`src/hw/ccp_pkg.sv`:
```
// Constants and carrier types shared by the core clock and pipeline logic
package ccp_pkg;
   localparam int PC_W     = 13;
   localparam int INSTR_W  = 14;
   localparam int DATA_W   = 8;
   localparam int DADDR_W  = 8;
   localparam int EE_AW    = 6;
   localparam int EE_DEPTH = 64;
   localparam int OSC_DIV  = 4;

   // Oscillator period and the quarter-rate instruction cycle derived from it
   localparam int OSC_PERIOD_NS   = 10;
   localparam int INSTR_CYCLE_NS  = OSC_DIV * OSC_PERIOD_NS;

   localparam logic [PC_W-1:0]    RESET_VEC      = 13'h0000;
   localparam logic [PC_W-1:0]    INT_VEC        = 13'h0004;
   localparam logic [PC_W-1:0]    PC_ONE         = 13'h0001;
   localparam logic [PC_W-1:0]    PROG_IMPL_MASK = 13'h03ff;
   localparam logic [EE_AW-1:0]   EE_LAST        = 6'h3f;
   localparam logic [INSTR_W-1:0] INSTR_RST      = 14'h0000;
   localparam logic [DATA_W-1:0]  DATA_RST       = 8'h00;
   localparam logic [DADDR_W-1:0] DADDR_RST      = 8'h00;
   localparam logic [3:0]         PH_ONEHOT_RST  = 4'h1;

   typedef enum logic [1:0] {
      PH_ONE,
      PH_TWO,
      PH_THREE,
      PH_FOUR
   } ccp_phase_t;

   // Answer of the execute unit for the instruction in the execute stage
   typedef struct packed {
      logic               branch;
      logic [PC_W-1:0]    target;
      logic               write_en;
      logic [DADDR_W-1:0] addr;
      logic [DATA_W-1:0]  result;
   } ccp_exec_t;

   // Data memory bus driven by the core
   typedef struct packed {
      logic               rd;
      logic               wr;
      logic [DADDR_W-1:0] addr;
      logic [DATA_W-1:0]  wdata;
   } ccp_dbus_t;
endpackage

```
`src/hw/ccp_eeprom.sv`:
```
// Data EEPROM array reached only through its own address pointer
`timescale 1ns/10ps
module ccp_eeprom
   import ccp_pkg::*;
(
   input  wire logic              clk,      // Oscillator clock
   input  wire logic              rst_n,    // Synchronised reset, low active
   input  wire logic              clr,      // Master clear held
   input  wire logic              ptr_we,   // Load address pointer
   input  wire logic [DATA_W-1:0] ptr_data, // New pointer value
   input  wire logic              wr,       // Write at pointer
   input  wire logic              rd,       // Read at pointer
   input  wire logic [DATA_W-1:0] wdata,    // Write data
   output logic      [DATA_W-1:0] rdata     // Read data register
);
   logic [EE_AW-1:0]  ptr_reg;
   logic [EE_AW-1:0]  ptr_next;
   logic [DATA_W-1:0] rdata_reg;
   logic [DATA_W-1:0] rdata_next;
   logic [DATA_W-1:0] mem_reg  [EE_DEPTH];
   logic [DATA_W-1:0] mem_next [EE_DEPTH];

   // One write port per entry, selected only by the pointer
   genvar i;
   generate
      for (i = 0; i < EE_DEPTH; i++) begin : g_entry
         assign mem_next[i] = (wr && !clr && ptr_reg == EE_AW'(i)) ? wdata : mem_reg[i];
      end
   endgenerate

   // Pointer keeps only 0h-3Fh; upper bits of the written byte fall away
   always_comb begin
      ptr_next   = ptr_reg;
      rdata_next = rdata_reg;
      if (clr) begin
         ptr_next   = '0;
         rdata_next = DATA_RST;
      end else begin
         if (rd) begin
            rdata_next = mem_reg[ptr_reg];
         end
         if (ptr_we) begin
            ptr_next = ptr_data[EE_AW-1:0] & EE_LAST;
         end
      end
   end

   always_ff @(posedge clk or negedge rst_n) begin
      if (!rst_n) begin
         ptr_reg   <= '0;
         rdata_reg <= DATA_RST;
      end else begin
         ptr_reg   <= ptr_next;
         rdata_reg <= rdata_next;
      end
   end

   // Contents are non-volatile, so reset leaves them alone
   always_ff @(posedge clk) begin
      mem_reg <= mem_next;
   end

   assign rdata = rdata_reg;
endmodule

```
`src/hw/ccp_core.sv`:
```
// Core phase generator and two-stage fetch/execute pipeline
`timescale 1ns/10ps
module ccp_core
   import ccp_pkg::*;
(
   input  wire logic               CLK,                        // Oscillator input
   input  wire logic               RST_N,                      // Power reset, low
   input  wire logic               MASTER_CLEAR_N,             // Master clear, low
   input  wire logic               RC_MODE,                    // RC oscillator option
   input  wire logic [INSTR_W-1:0] PROG_DATA,                  // Program word
   input  wire logic [DATA_W-1:0]  DATA_RDATA,                 // Data memory read
   input  wire ccp_exec_t          EXEC,                       // Execute unit answer
   input  wire logic               INT_REQ,                    // Interrupt request
   input  wire logic               EE_PTR_WE,                  // Load EEPROM pointer
   input  wire logic [DATA_W-1:0]  EE_PTR_DATA,                // EEPROM pointer value
   input  wire logic               EE_WR,                      // EEPROM write
   input  wire logic               EE_RD,                      // EEPROM read
   input  wire logic [DATA_W-1:0]  EE_WDATA,                   // EEPROM write data
   output logic      [PC_W-1:0]    PROG_ADDR,                  // Program address
   output logic                    PROG_RD,                    // Program read strobe
   output logic      [INSTR_W-1:0] INSTR,                      // Instruction register
   output logic                    EXEC_VALID,                 // Execute stage live
   output logic      [DATA_W-1:0]  OPERAND,                    // Captured operand
   output ccp_dbus_t               DMEM,                       // Data memory bus
   output logic                    INT_ACK,                    // Interrupt entered
   output logic                    PHASE_ONE,                  // Phase one
   output logic                    PHASE_TWO,                  // Phase two
   output logic                    PHASE_THREE,                // Phase three
   output logic                    PHASE_FOUR,                 // Phase four
   output logic                    OSC_OUTPUT_CYCLE_CLOCK_PIN, // Cycle clock out
   output logic      [DATA_W-1:0]  EE_RDATA                    // EEPROM read data
);
   logic rst_meta_reg;
   logic rst_sync_n;
   logic core_clr;

   // Power reset released through two flops; only the second is used
   always_ff @(posedge CLK or negedge RST_N) begin
      if (!RST_N) begin
         rst_meta_reg <= 1'b0;
         rst_sync_n   <= 1'b0;
      end else begin
         rst_meta_reg <= 1'b1;
         rst_sync_n   <= rst_meta_reg;
      end
   end

   // Master clear acts as a synchronous hold of all core state
   assign core_clr = !MASTER_CLEAR_N;

   ccp_phase_t   phase_reg;
   ccp_phase_t   phase_next;
   logic [3:0]   ph_reg;
   logic [3:0]   ph_next;
   logic         clkout_reg;
   logic         clkout_next;

   // Divide by four into a ring of phases, parked in phase one under clear
   always_comb begin
      case (phase_reg)
         PH_ONE:   phase_next = PH_TWO;
         PH_TWO:   phase_next = PH_THREE;
         PH_THREE: phase_next = PH_FOUR;
         PH_FOUR:  phase_next = PH_ONE;
         default:  phase_next = PH_ONE;
      endcase
      if (core_clr) begin
         phase_next = PH_ONE;
      end
      ph_next     = 4'h1 << phase_next;
      // High in phases three and four gives a 50 percent quarter-rate clock
      clkout_next = RC_MODE && !core_clr &&
                    (phase_next == PH_THREE || phase_next == PH_FOUR);
   end

   always_ff @(posedge CLK or negedge rst_sync_n) begin
      if (!rst_sync_n) begin
         phase_reg  <= PH_ONE;
         ph_reg     <= PH_ONEHOT_RST;
         clkout_reg <= 1'b0;
      end else begin
         phase_reg  <= phase_next;
         ph_reg     <= ph_next;
         clkout_reg <= clkout_next;
      end
   end

   logic [PC_W-1:0]    pc_reg;
   logic [PC_W-1:0]    pc_next;
   logic [PC_W-1:0]    paddr_reg;
   logic [PC_W-1:0]    paddr_next;
   logic               prd_reg;
   logic               prd_next;
   logic [INSTR_W-1:0] instr_reg;
   logic [INSTR_W-1:0] instr_next;
   logic               valid_reg;
   logic               valid_next;
   logic               iack_reg;
   logic               iack_next;
   logic               branch_take;
   logic               int_take;
   logic [PC_W-1:0]    fetch_addr;

   // Branch wins over a pending interrupt at the same boundary, so its target is fetched first
   assign branch_take = (phase_reg == PH_FOUR) && valid_reg && EXEC.branch;
   assign int_take    = (phase_reg == PH_FOUR) && INT_REQ && !branch_take;

   // Fetch stage: address chosen at the end of phase four, counter steps in phase one
   always_comb begin
      pc_next    = pc_reg;
      paddr_next = paddr_reg;
      prd_next   = prd_reg;
      instr_next = instr_reg;
      valid_next = valid_reg;
      iack_next  = 1'b0;
      fetch_addr = pc_reg;
      if (branch_take) begin
         fetch_addr = EXEC.target;
      end else if (int_take) begin
         fetch_addr = INT_VEC;
      end
      if (core_clr) begin
         pc_next    = RESET_VEC;
         paddr_next = RESET_VEC;
         prd_next   = 1'b0;
         instr_next = INSTR_RST;
         valid_next = 1'b0;
      end else begin
         case (phase_reg)
            PH_ONE: begin
               pc_next = PC_W'(pc_reg + PC_ONE);
            end
            PH_THREE: begin
               prd_next = 1'b1;
            end
            PH_FOUR: begin
               prd_next   = 1'b0;
               instr_next = PROG_DATA;
               // A redirect flushes the word just fetched
               valid_next = !(branch_take || int_take);
               pc_next    = fetch_addr;
               paddr_next = fetch_addr & PROG_IMPL_MASK;
               iack_next  = int_take;
            end
            default: begin
               prd_next = prd_reg;
            end
         endcase
      end
   end

   always_ff @(posedge CLK or negedge rst_sync_n) begin
      if (!rst_sync_n) begin
         pc_reg    <= RESET_VEC;
         paddr_reg <= RESET_VEC;
         prd_reg   <= 1'b0;
         instr_reg <= INSTR_RST;
         valid_reg <= 1'b0;
         iack_reg  <= 1'b0;
      end else begin
         pc_reg    <= pc_next;
         paddr_reg <= paddr_next;
         prd_reg   <= prd_next;
         instr_reg <= instr_next;
         valid_reg <= valid_next;
         iack_reg  <= iack_next;
      end
   end

   ccp_dbus_t         dbus_reg;
   ccp_dbus_t         dbus_next;
   logic [DATA_W-1:0] opnd_reg;
   logic [DATA_W-1:0] opnd_next;

   // Data bus runs apart from the program bus; read in phase two, write in four
   always_comb begin
      dbus_next = dbus_reg;
      opnd_next = opnd_reg;
      if (core_clr) begin
         dbus_next = '0;
         opnd_next = DATA_RST;
      end else begin
         case (phase_reg)
            PH_ONE: begin
               dbus_next.rd   = valid_reg;
               dbus_next.addr = EXEC.addr;
            end
            PH_TWO: begin
               dbus_next.rd = 1'b0;
               if (dbus_reg.rd) begin
                  opnd_next = DATA_RDATA;
               end
            end
            PH_THREE: begin
               dbus_next.wr    = valid_reg && EXEC.write_en;
               dbus_next.addr  = EXEC.addr;
               dbus_next.wdata = EXEC.result;
            end
            PH_FOUR: begin
               dbus_next.wr = 1'b0;
            end
            default: begin
               dbus_next = dbus_reg;
            end
         endcase
      end
   end

   always_ff @(posedge CLK or negedge rst_sync_n) begin
      if (!rst_sync_n) begin
         dbus_reg <= '0;
         opnd_reg <= DATA_RST;
      end else begin
         dbus_reg <= dbus_next;
         opnd_reg <= opnd_next;
      end
   end

   // EEPROM sits beside data memory, reached through its pointer only
   ccp_eeprom u_eeprom (
      .clk      (CLK),
      .rst_n    (rst_sync_n),
      .clr      (core_clr),
      .ptr_we   (EE_PTR_WE),
      .ptr_data (EE_PTR_DATA),
      .wr       (EE_WR),
      .rd       (EE_RD),
      .wdata    (EE_WDATA),
      .rdata    (EE_RDATA)
   );

   // Outputs straight from their flops
   assign PROG_ADDR                  = paddr_reg;
   assign PROG_RD                    = prd_reg;
   assign INSTR                      = instr_reg;
   assign EXEC_VALID                 = valid_reg;
   assign OPERAND                    = opnd_reg;
   assign DMEM                       = dbus_reg;
   assign INT_ACK                    = iack_reg;
   assign PHASE_ONE                  = ph_reg[0];
   assign PHASE_TWO                  = ph_reg[1];
   assign PHASE_THREE                = ph_reg[2];
   assign PHASE_FOUR                 = ph_reg[3];
   assign OSC_OUTPUT_CYCLE_CLOCK_PIN = clkout_reg;
endmodule

```
`config.mk`:
```
export PLATFORM = sky130hd
export DESIGN_NAME = ccp_core
export DESIGN_NICKNAME = d
export VERILOG_FILES = /design/src/hw/ccp_pkg.sv /design/src/hw/ccp_eeprom.sv /design/src/hw/ccp_core.sv
export SDC_FILE = /design/constraint.sdc
export NUM_CORES = 1
export LEC_CHECK = 0
export ABC_AREA = 0
export BUFFER_PORTS_ARGS = -buffer_cell sky130_fd_sc_hd__buf_2
export CAP_MARGIN = 20
export CORE_MARGIN = 10
export CORE_UTILIZATION = 35
export CTS_BUF_LIST = sky130_fd_sc_hd__clkbuf_8 sky130_fd_sc_hd__clkbuf_16
export CTS_CLUSTER_SIZE = 8
export DETAILED_ROUTE_END_ITERATION = 10
export PLACE_DENSITY_LB_ADDON = 0.08
export SLEW_MARGIN = 30
export SYNTH_ARGS = -nofsm -noshare
export SYNTH_HDL_FRONTEND = slang
export SYNTH_SLANG_ARGS = --single-unit
```
`constraint.sdc`:
```
create_clock -name CLK -period 3.15 [get_ports CLK]
set_clock_uncertainty 0.15 [all_clocks]
set_input_delay 0.315 -clock CLK [delete_from_list [all_inputs] [get_ports CLK]]
set_output_delay 0.315 -clock CLK [all_outputs]
set_load 0.01 [all_outputs]
```
==> results of run 1 <==
-- area by class of cell --
cell class	instances	area [sq um]	area share, %
Sequential cell	598	17500	59.4
Multi-Input combinational cell	683	5920	20.0
Timing Repair Buffer	349	2570	8.69
Clock buffer	86	2150	7.28
Tap cell	873	1090	3.70
Clock inverter	51	230	0.779
Inverter	11	41.3	0.140
Antenna cell	1	2.50	0.00847
-- synth_stat cells (all sizes together), types with 6 or more instances --
cell | number | area [sq um]
o221ai | 8 | 70.1
mux4 | 64 | 1510
nor2 | 89 | 334
a21boi | 16 | 120
and3 | 6 | 37.5
clkbuf | 46 | 173
mux2i | 102 | 1020
inv | 11 | 41.3
nand3 | 22 | 110
edfxtp | 512 | 15400
a22o | 48 | 420
nand4 | 6 | 37.5
nand2 | 40 | 153
buf | 48 | 339
nor2b | 79 | 494
o211a | 7 | 70.1
o22ai | 16 | 100
nor4 | 17 | 106
o21ai | 15 | 75.1
mux2 | 32 | 360
a211oi | 33 | 248
a2111oi | 32 | 280
dfrtp | 85 | 2130
nand2b | 6 | 37.5
-- logic make-up (layout without fill, tap and decap cells) --
logic type,count (synthesis),count (layout),synth area share [%]
other cells,2,5,0.0313
simple gates,282,282,5.93
compound gates,193,193,6.33
mux,198,198,12.0
flops,598,598,73.1
fa+ha+maj,5,5,0.261
xor+xnor,1,1,0.0365
buf+inv,105,497,2.31
-- what timing repair did --
item | in CTS | in global routing
resized for setup | 1 | 0
buffers inserted | 0 | 0
hold buffers | 62 | 1
setup endpoints to repair | 1 | 0
hold endpoints to repair | 70 | 12
-- critical path: cells and delay by family (launching register included) --
family / cells / cell delay (ns)
flops: 1 / 0.70
simple gates: 1 / 0.04
buf+inv: 3 / 0.74
mux: 1 / 0.11
compound gates: 3 / 1.14
-- stage by stage --
| step | TNS (ns) | cell area (sq um) | total power [mW] | hold WS, ns |
|---|---|---|---|---|
| after floorplan | 0 | 24000 | 9.46 | -0.131 |
| after global placement | -0.00621 | 26500 | 10.0 | -0.0495 |
| after detailed placement | 0 | 26500 | 10.0 | -0.0458 |
| after CTS | 0 | 29500 | 18.3 | 0.00809 |
| after global routing | 0 | 29500 | 18.7 | 0.0343 |
| final | 0 | 29500 | 18.0 | 0.0249 |
-- per-layer routing --
layer	up-vias	track usage, %
li1	6183	-
met1	7100	23.0
met2	283	26.2
met3	86	2.77
met4	0	4.59
met5	-	0
-- final timing paths --
path / depth (start not counted) / end / slack, ns / from
max: 8 / u_eeprom.rdata[0] / 0.15 / u_eeprom.ptr_reg[1]
min: 4 / PROG_ADDR[7] / 0.02 / EXEC[24]
max reg2reg: 8 / u_eeprom.rdata[0] / 0.15 / u_eeprom.ptr_reg[1]
min reg2reg: 0 / rst_sync_n / 0.20 / rst_meta_reg
max in group asynchronous: 1 / u_eeprom.ptr_reg[0] / 1.94 / rst_sync_n
min in group asynchronous: 0 / INSTR[7] / 0.22 / rst_sync_n
-- power groups by stage --
stage / clock [mW] / sequential (mW) / combinational, mW
after detailed placement: 0 / 8.93 / 1.10
after global placement: 0 / 8.93 / 1.08
after floorplan: 0 / 8.91 / 0.547
final: 8.10 / 8.78 / 1.15
after global routing: 8.70 / 8.79 / 1.24
after CTS: 8.36 / 8.78 / 1.16
==> flow_summary_export.csv, run 1 <==
group,metric,value,unit
route,dr.pass1.iters,4,
synthesis,synthFlopType,"edfxtp_1",
power_and_ir_drop,clkPwrFrac,44.9,%
synthesis,seq_area_frac_synth,73.1,%
route,vias,13700,
route,met3_length,2370,um
timing,final_hold_viol_count,0,
power_and_ir_drop,ir_drop,0.000401,V
grt,grt_max_degree,70,
route,antenna_left,0,
cts,numClockSinks,598,
synthesis,synth_edf_count,512,
route,route.met2.wl,30500,um
timing,drv_slew,0,
route,drt-initial-drc-count,789,
setup_path,crit_path_max_fanout,28,
timing,slew_headroom,23.7,%
setup_path,crit_top_cell,"buf_12",
route,dr.max_layer_used,"met4",
timing,min_period,3.00,ns
die,core_area,0.0675,sq mm
timing,fin_crit_sh,95.4,%
die,pin_count,146,
synthesis,synth_area,0.0240,sq mm
grt,track_usage,16.5,%
layout,layout_commonest_cell,"edfxtp_1",
timing,rsz0062_at_grt,"no",
cts,cts_buffer_depth,3,
layout,largest_reg_flops,512,
grt,grt_pass1_vias,14200,
placement,globalplace.congestion,0.796,
cts,h-tree-depth,3,
cts,clock_latency,0.61,ns
grt,antenna_found_initial,1,
setup_path,crit_required,3.52,ns
placement,dpl.hpwl,41900,um
timing,timing.fmax,0.333,GHz
setup_path,crit_type,"reg2reg",
layout,finalNonFillerCells,2652,
route,drcViolationCount,0,
grt,overflow,0,
die,fp.dieH,282,um
die,die_area,0.0794,sq mm
timing,fin_ws,0.146,ns
power_and_ir_drop,swShare,22.2,%
worst_hold_path,worst_hold_path_type,"in2reg",
die,rows,95,
cts,cts_tree,"yes",
die,start_util,35.5,%
route,wirelength_met1,30200,um
placement,pre_cts_ws,0.0430,ns
route,finalWirelength,64500,um
power_and_ir_drop,internal_power,14.0,mW
setup_path,critPathLaunchType,"flip-flop",
synthesis,syn_area_per_cell,17.3,sq um
power_and_ir_drop,leakage,10.6,nW
synthesis,ys_async_sr_fraction,14.4,%
power_and_ir_drop,p_sw,4.00,mW
route,wl_per_cell,24.3,um
grt,grt_pass1_wl,96000,um
layout,syn_to_final_growth,23.2,%
setup_path,cpPeakStageDelay,0.70,ns
timing,finalSetupViolations,0,
setup_path,crit_path_end_kind,"flip-flop",
placement,placed_cells,2450,
placement,port_buffers,137,
flow_run,drv_cap,0,
layout,n_fill_cell,6058,
setup_path,cp_cell_sequence,"buf_12 > buf_12 > mux2i_1 > a22o_1 > a2111oi_1 > buf_4 > nor4_1 > o221ai_1",
timing,tightest_slew,1.12,ns
cts,root_buffer,"clkbuf_16",
die,die_x,282,um
layout,final_cell_mix,"edfxtp_1 (512), buf_4 (142), buf_2 (134), mux2i_1 (102), nor2_1 (88)",
cts,clk_pin_slew,0.05,ns
synthesis,synth_cell_type_count,50,
layout,post-route-util,43.8,%
layout,fin_nets,1809,
setup_path,cp_slowest_cell,"dfrtp_4",
run_status,outcome,"finished clean",
layout,drive_gt1_share,25.9,%
route,via_per_inst,5.15,
power_and_ir_drop,seqPwrFrac,48.7,%
setup_path,crit_arrival,3.37,ns
power_and_ir_drop,power_density,610,mW/mm^2
power_and_ir_drop,combPwrFrac,6.4,%
synthesis,netlist_instances,1384,
synthesis,ys_seq_elements,598,
synthesis,ys_warn_count,0,
cts,numCtsBuffers,84,
Power figures use the tool's default switching activity.
==> run 2, diff against run 1 <==
- CORE_ASPECT_RATIO: not set -> 1.1
==> flow_summary_export.csv, run 2 (synthesized netlist as in run 1, its figures left out) <==
group,metric,value,unit
route,dr.pass1.iters,4,
die,start_util,35.4,%
setup_path,cpPeakStageDelay,0.62,ns
timing,final_hold_viol_count,0,
route,wl_per_cell,24.0,um
timing,slew_headroom,35.3,%
setup_path,crit_start,"u_eeprom.ptr_reg[1]",
power_and_ir_drop,p_total,18.2,mW
cts,cts_buffer_depth,3,
die,fp.dieH,295,um
layout,syn_to_final_growth,23.3,%
worst_hold_path,worst_hold_path_type,"in2reg",
timing,finalSetupViolations,0,
power_and_ir_drop,ir_drop,0.000494,V
layout,drive_gt1_share,25.8,%
timing,tightest_slew,0.969,ns
flow_run,drv_cap,0,
timing,drv_slew,0,
route,route.met2.wl,32300,um
placement,placed_cell_area,0.0265,sq mm
die,pin_count,146,
route,via_per_inst,5.00,
timing,setup_tns,0,ns
timing,timing.fmax,0.356,GHz
layout,fin_nets,1799,
timing,rsz0062_at_grt,"no",
grt,overflow,0,
route,drt-initial-drc-count,772,
cts,numClockSinks,598,
die,die_x,270,um
setup_path,cp_slowest_cell,"dfrtp_4",
route,dr.max_layer_used,"met4",
route,wirelength_met1,27600,um
layout,largest_reg_flops,512,
layout,final_cell_mix,"edfxtp_1 (512), buf_2 (135), buf_4 (134), mux2i_1 (102), nor2_1 (88)",
grt,track_usage,16.2,%
timing,fin_crit_sh,89.1,%
die,die_area,0.0794,sq mm
die,rows,100,
layout,layout_commonest_cell,"edfxtp_1",
placement,port_buffers,137,
cts,h-tree-depth,3,
setup_path,critPathLaunchType,"flip-flop",
setup_path,crit_required,3.49,ns
power_and_ir_drop,leakage,10.5,nW
worst_hold_path,hp-start,"EXEC[19]",
route,finalWirelength,64600,um
placement,dpl.hpwl,42600,um
grt,grt_pass1_wl,95800,um
setup_path,crit_path_max_fanout,40,
timing,min_period,2.81,ns
grt,grt_max_degree,74,
setup_path,crit_path_end_kind,"flip-flop",
setup_path,cp_cell_sequence,"buf_12 > mux2_2 > o22ai_1 > a2111oi_0 > buf_4 > nor4_1 > buf_4 > o221ai_1",
route,met3_length,2930,um
grt,grt_pass1_vias,14200,
cts,postCtsSetupRepairBufs,0,
cts,numCtsBuffers,85,
placement,globalplace.congestion,0.828,
layout,post-route-util,43.6,%
die,core_area,0.0678,sq mm
route,antenna_left,0,
cts,cts_tree,"yes",
grt,antenna_found_initial,3,
run_status,outcome,"finished clean",
cts,clk_pin_slew,0.05,ns
cts,root_buffer,"clkbuf_16",
route,drcViolationCount,0,
layout,stdcell_area,0.0296,sq mm
power_and_ir_drop,power_density,615,mW/mm^2
cts,clock_latency,0.63,ns
setup_path,crit_top_cell,"buf_4",
setup_path,reg2reg_from,"u_eeprom.ptr_reg[1]",
setup_path,crit_type,"reg2reg",
setup_path,crit_arrival,3.15,ns
route,vias,13500,
-- run 2: cell types whose count changed in the layout (fill, tap and decap cells not counted), moves of 2 or more --
cell / before / now
buf_4: 142 / 134
buf_12: 10 / 8
diode_2: 1 / 3
a2111oi_1: 1 / 8
dlygate4sd3_1: 63 / 61
a2111oi_0: 31 / 24
inv_16: 1 / 4
-- run 2: worst paths after layout --
check	slack [ns]	end	cells past startpoint
worst max-delay path	0.34	u_eeprom.rdata[4]	8
worst min-delay path	0.06	PROG_ADDR[2]	4
worst max register to register	0.34	u_eeprom.rdata[4]	8
worst min register to register	0.20	rst_sync_n	0
max in group asynchronous	1.88	INSTR[4]	1
min in group asynchronous	0.24	INSTR[7]	0
-- run 2: repair_timing --
action                                 CTS  global route
gates resized for setup                  0             0
setup endpoints to repair                0             0
hold buffers                            61             0
endpoints found under the hold margin   68             0
-- run 2: critical path, delay by kind of cell (launching register included) --
| kind | cells | cell delay (ns) |
|---|---|---|
| AND/OR/NAND/NOR | 1 | 0.39 |
| buffers and inverters | 3 | 0.66 |
| multiplexers | 1 | 0.37 |
| flip-flops | 1 | 0.62 |
| AO/OA/AOI/OAI | 3 | 0.43 |
-- run 2: area by class of cell --
| type | count | area [sq um] |
|---|---|---|
| antenna | 3 | 7.51 |
| clock buffer | 86 | 2140 |
| multi-input combinational | 683 | 5930 |
| inverter | 11 | 41.3 |
| fill | 6163 | 38200 |
| tap | 918 | 1150 |
| timing repair buffer | 338 | 2450 |
| clock inverter | 54 | 315 |
| sequential | 598 | 17500 |
-- run 2: stage by stage --
step | instances | setup slack [ns] | hold slack (ns)
2_1_floorplan | 1386 | 0.429 | -0.131
3_3_place_gp | 2487 | 0.293 | -0.0498
3_5_place_dp | 2487 | 0.351 | -0.0441
4_1_cts | 2688 | 0.342 | 0.00405
5_1_grt | 2691 | 0.237 | 0.0545
6_report | 2691 | 0.343 | 0.0566
-- run 2: layer usage --
| layer | vias to the layer above | global-route usage, % |
|---|---|---|
| li1 | 6151 | - |
| met1 | 6921 | 20.3 |
| met2 | 289 | 27.4 |
| met3 | 98 | 3.14 |
| met4 | 0 | 5.98 |
| met5 | - | 0 |
-- run 2: where the power goes --
| group | leakage, nW | internal [mW] | switching, mW |
|---|---|---|---|
| clock network | 1.36 | 4.89 | 3.38 |
| logic | 3.42 | 0.467 | 0.662 |
| registers | 5.76 | 8.70 | 0.0842 |
| total | 10.5 | 14.1 | 4.12 |
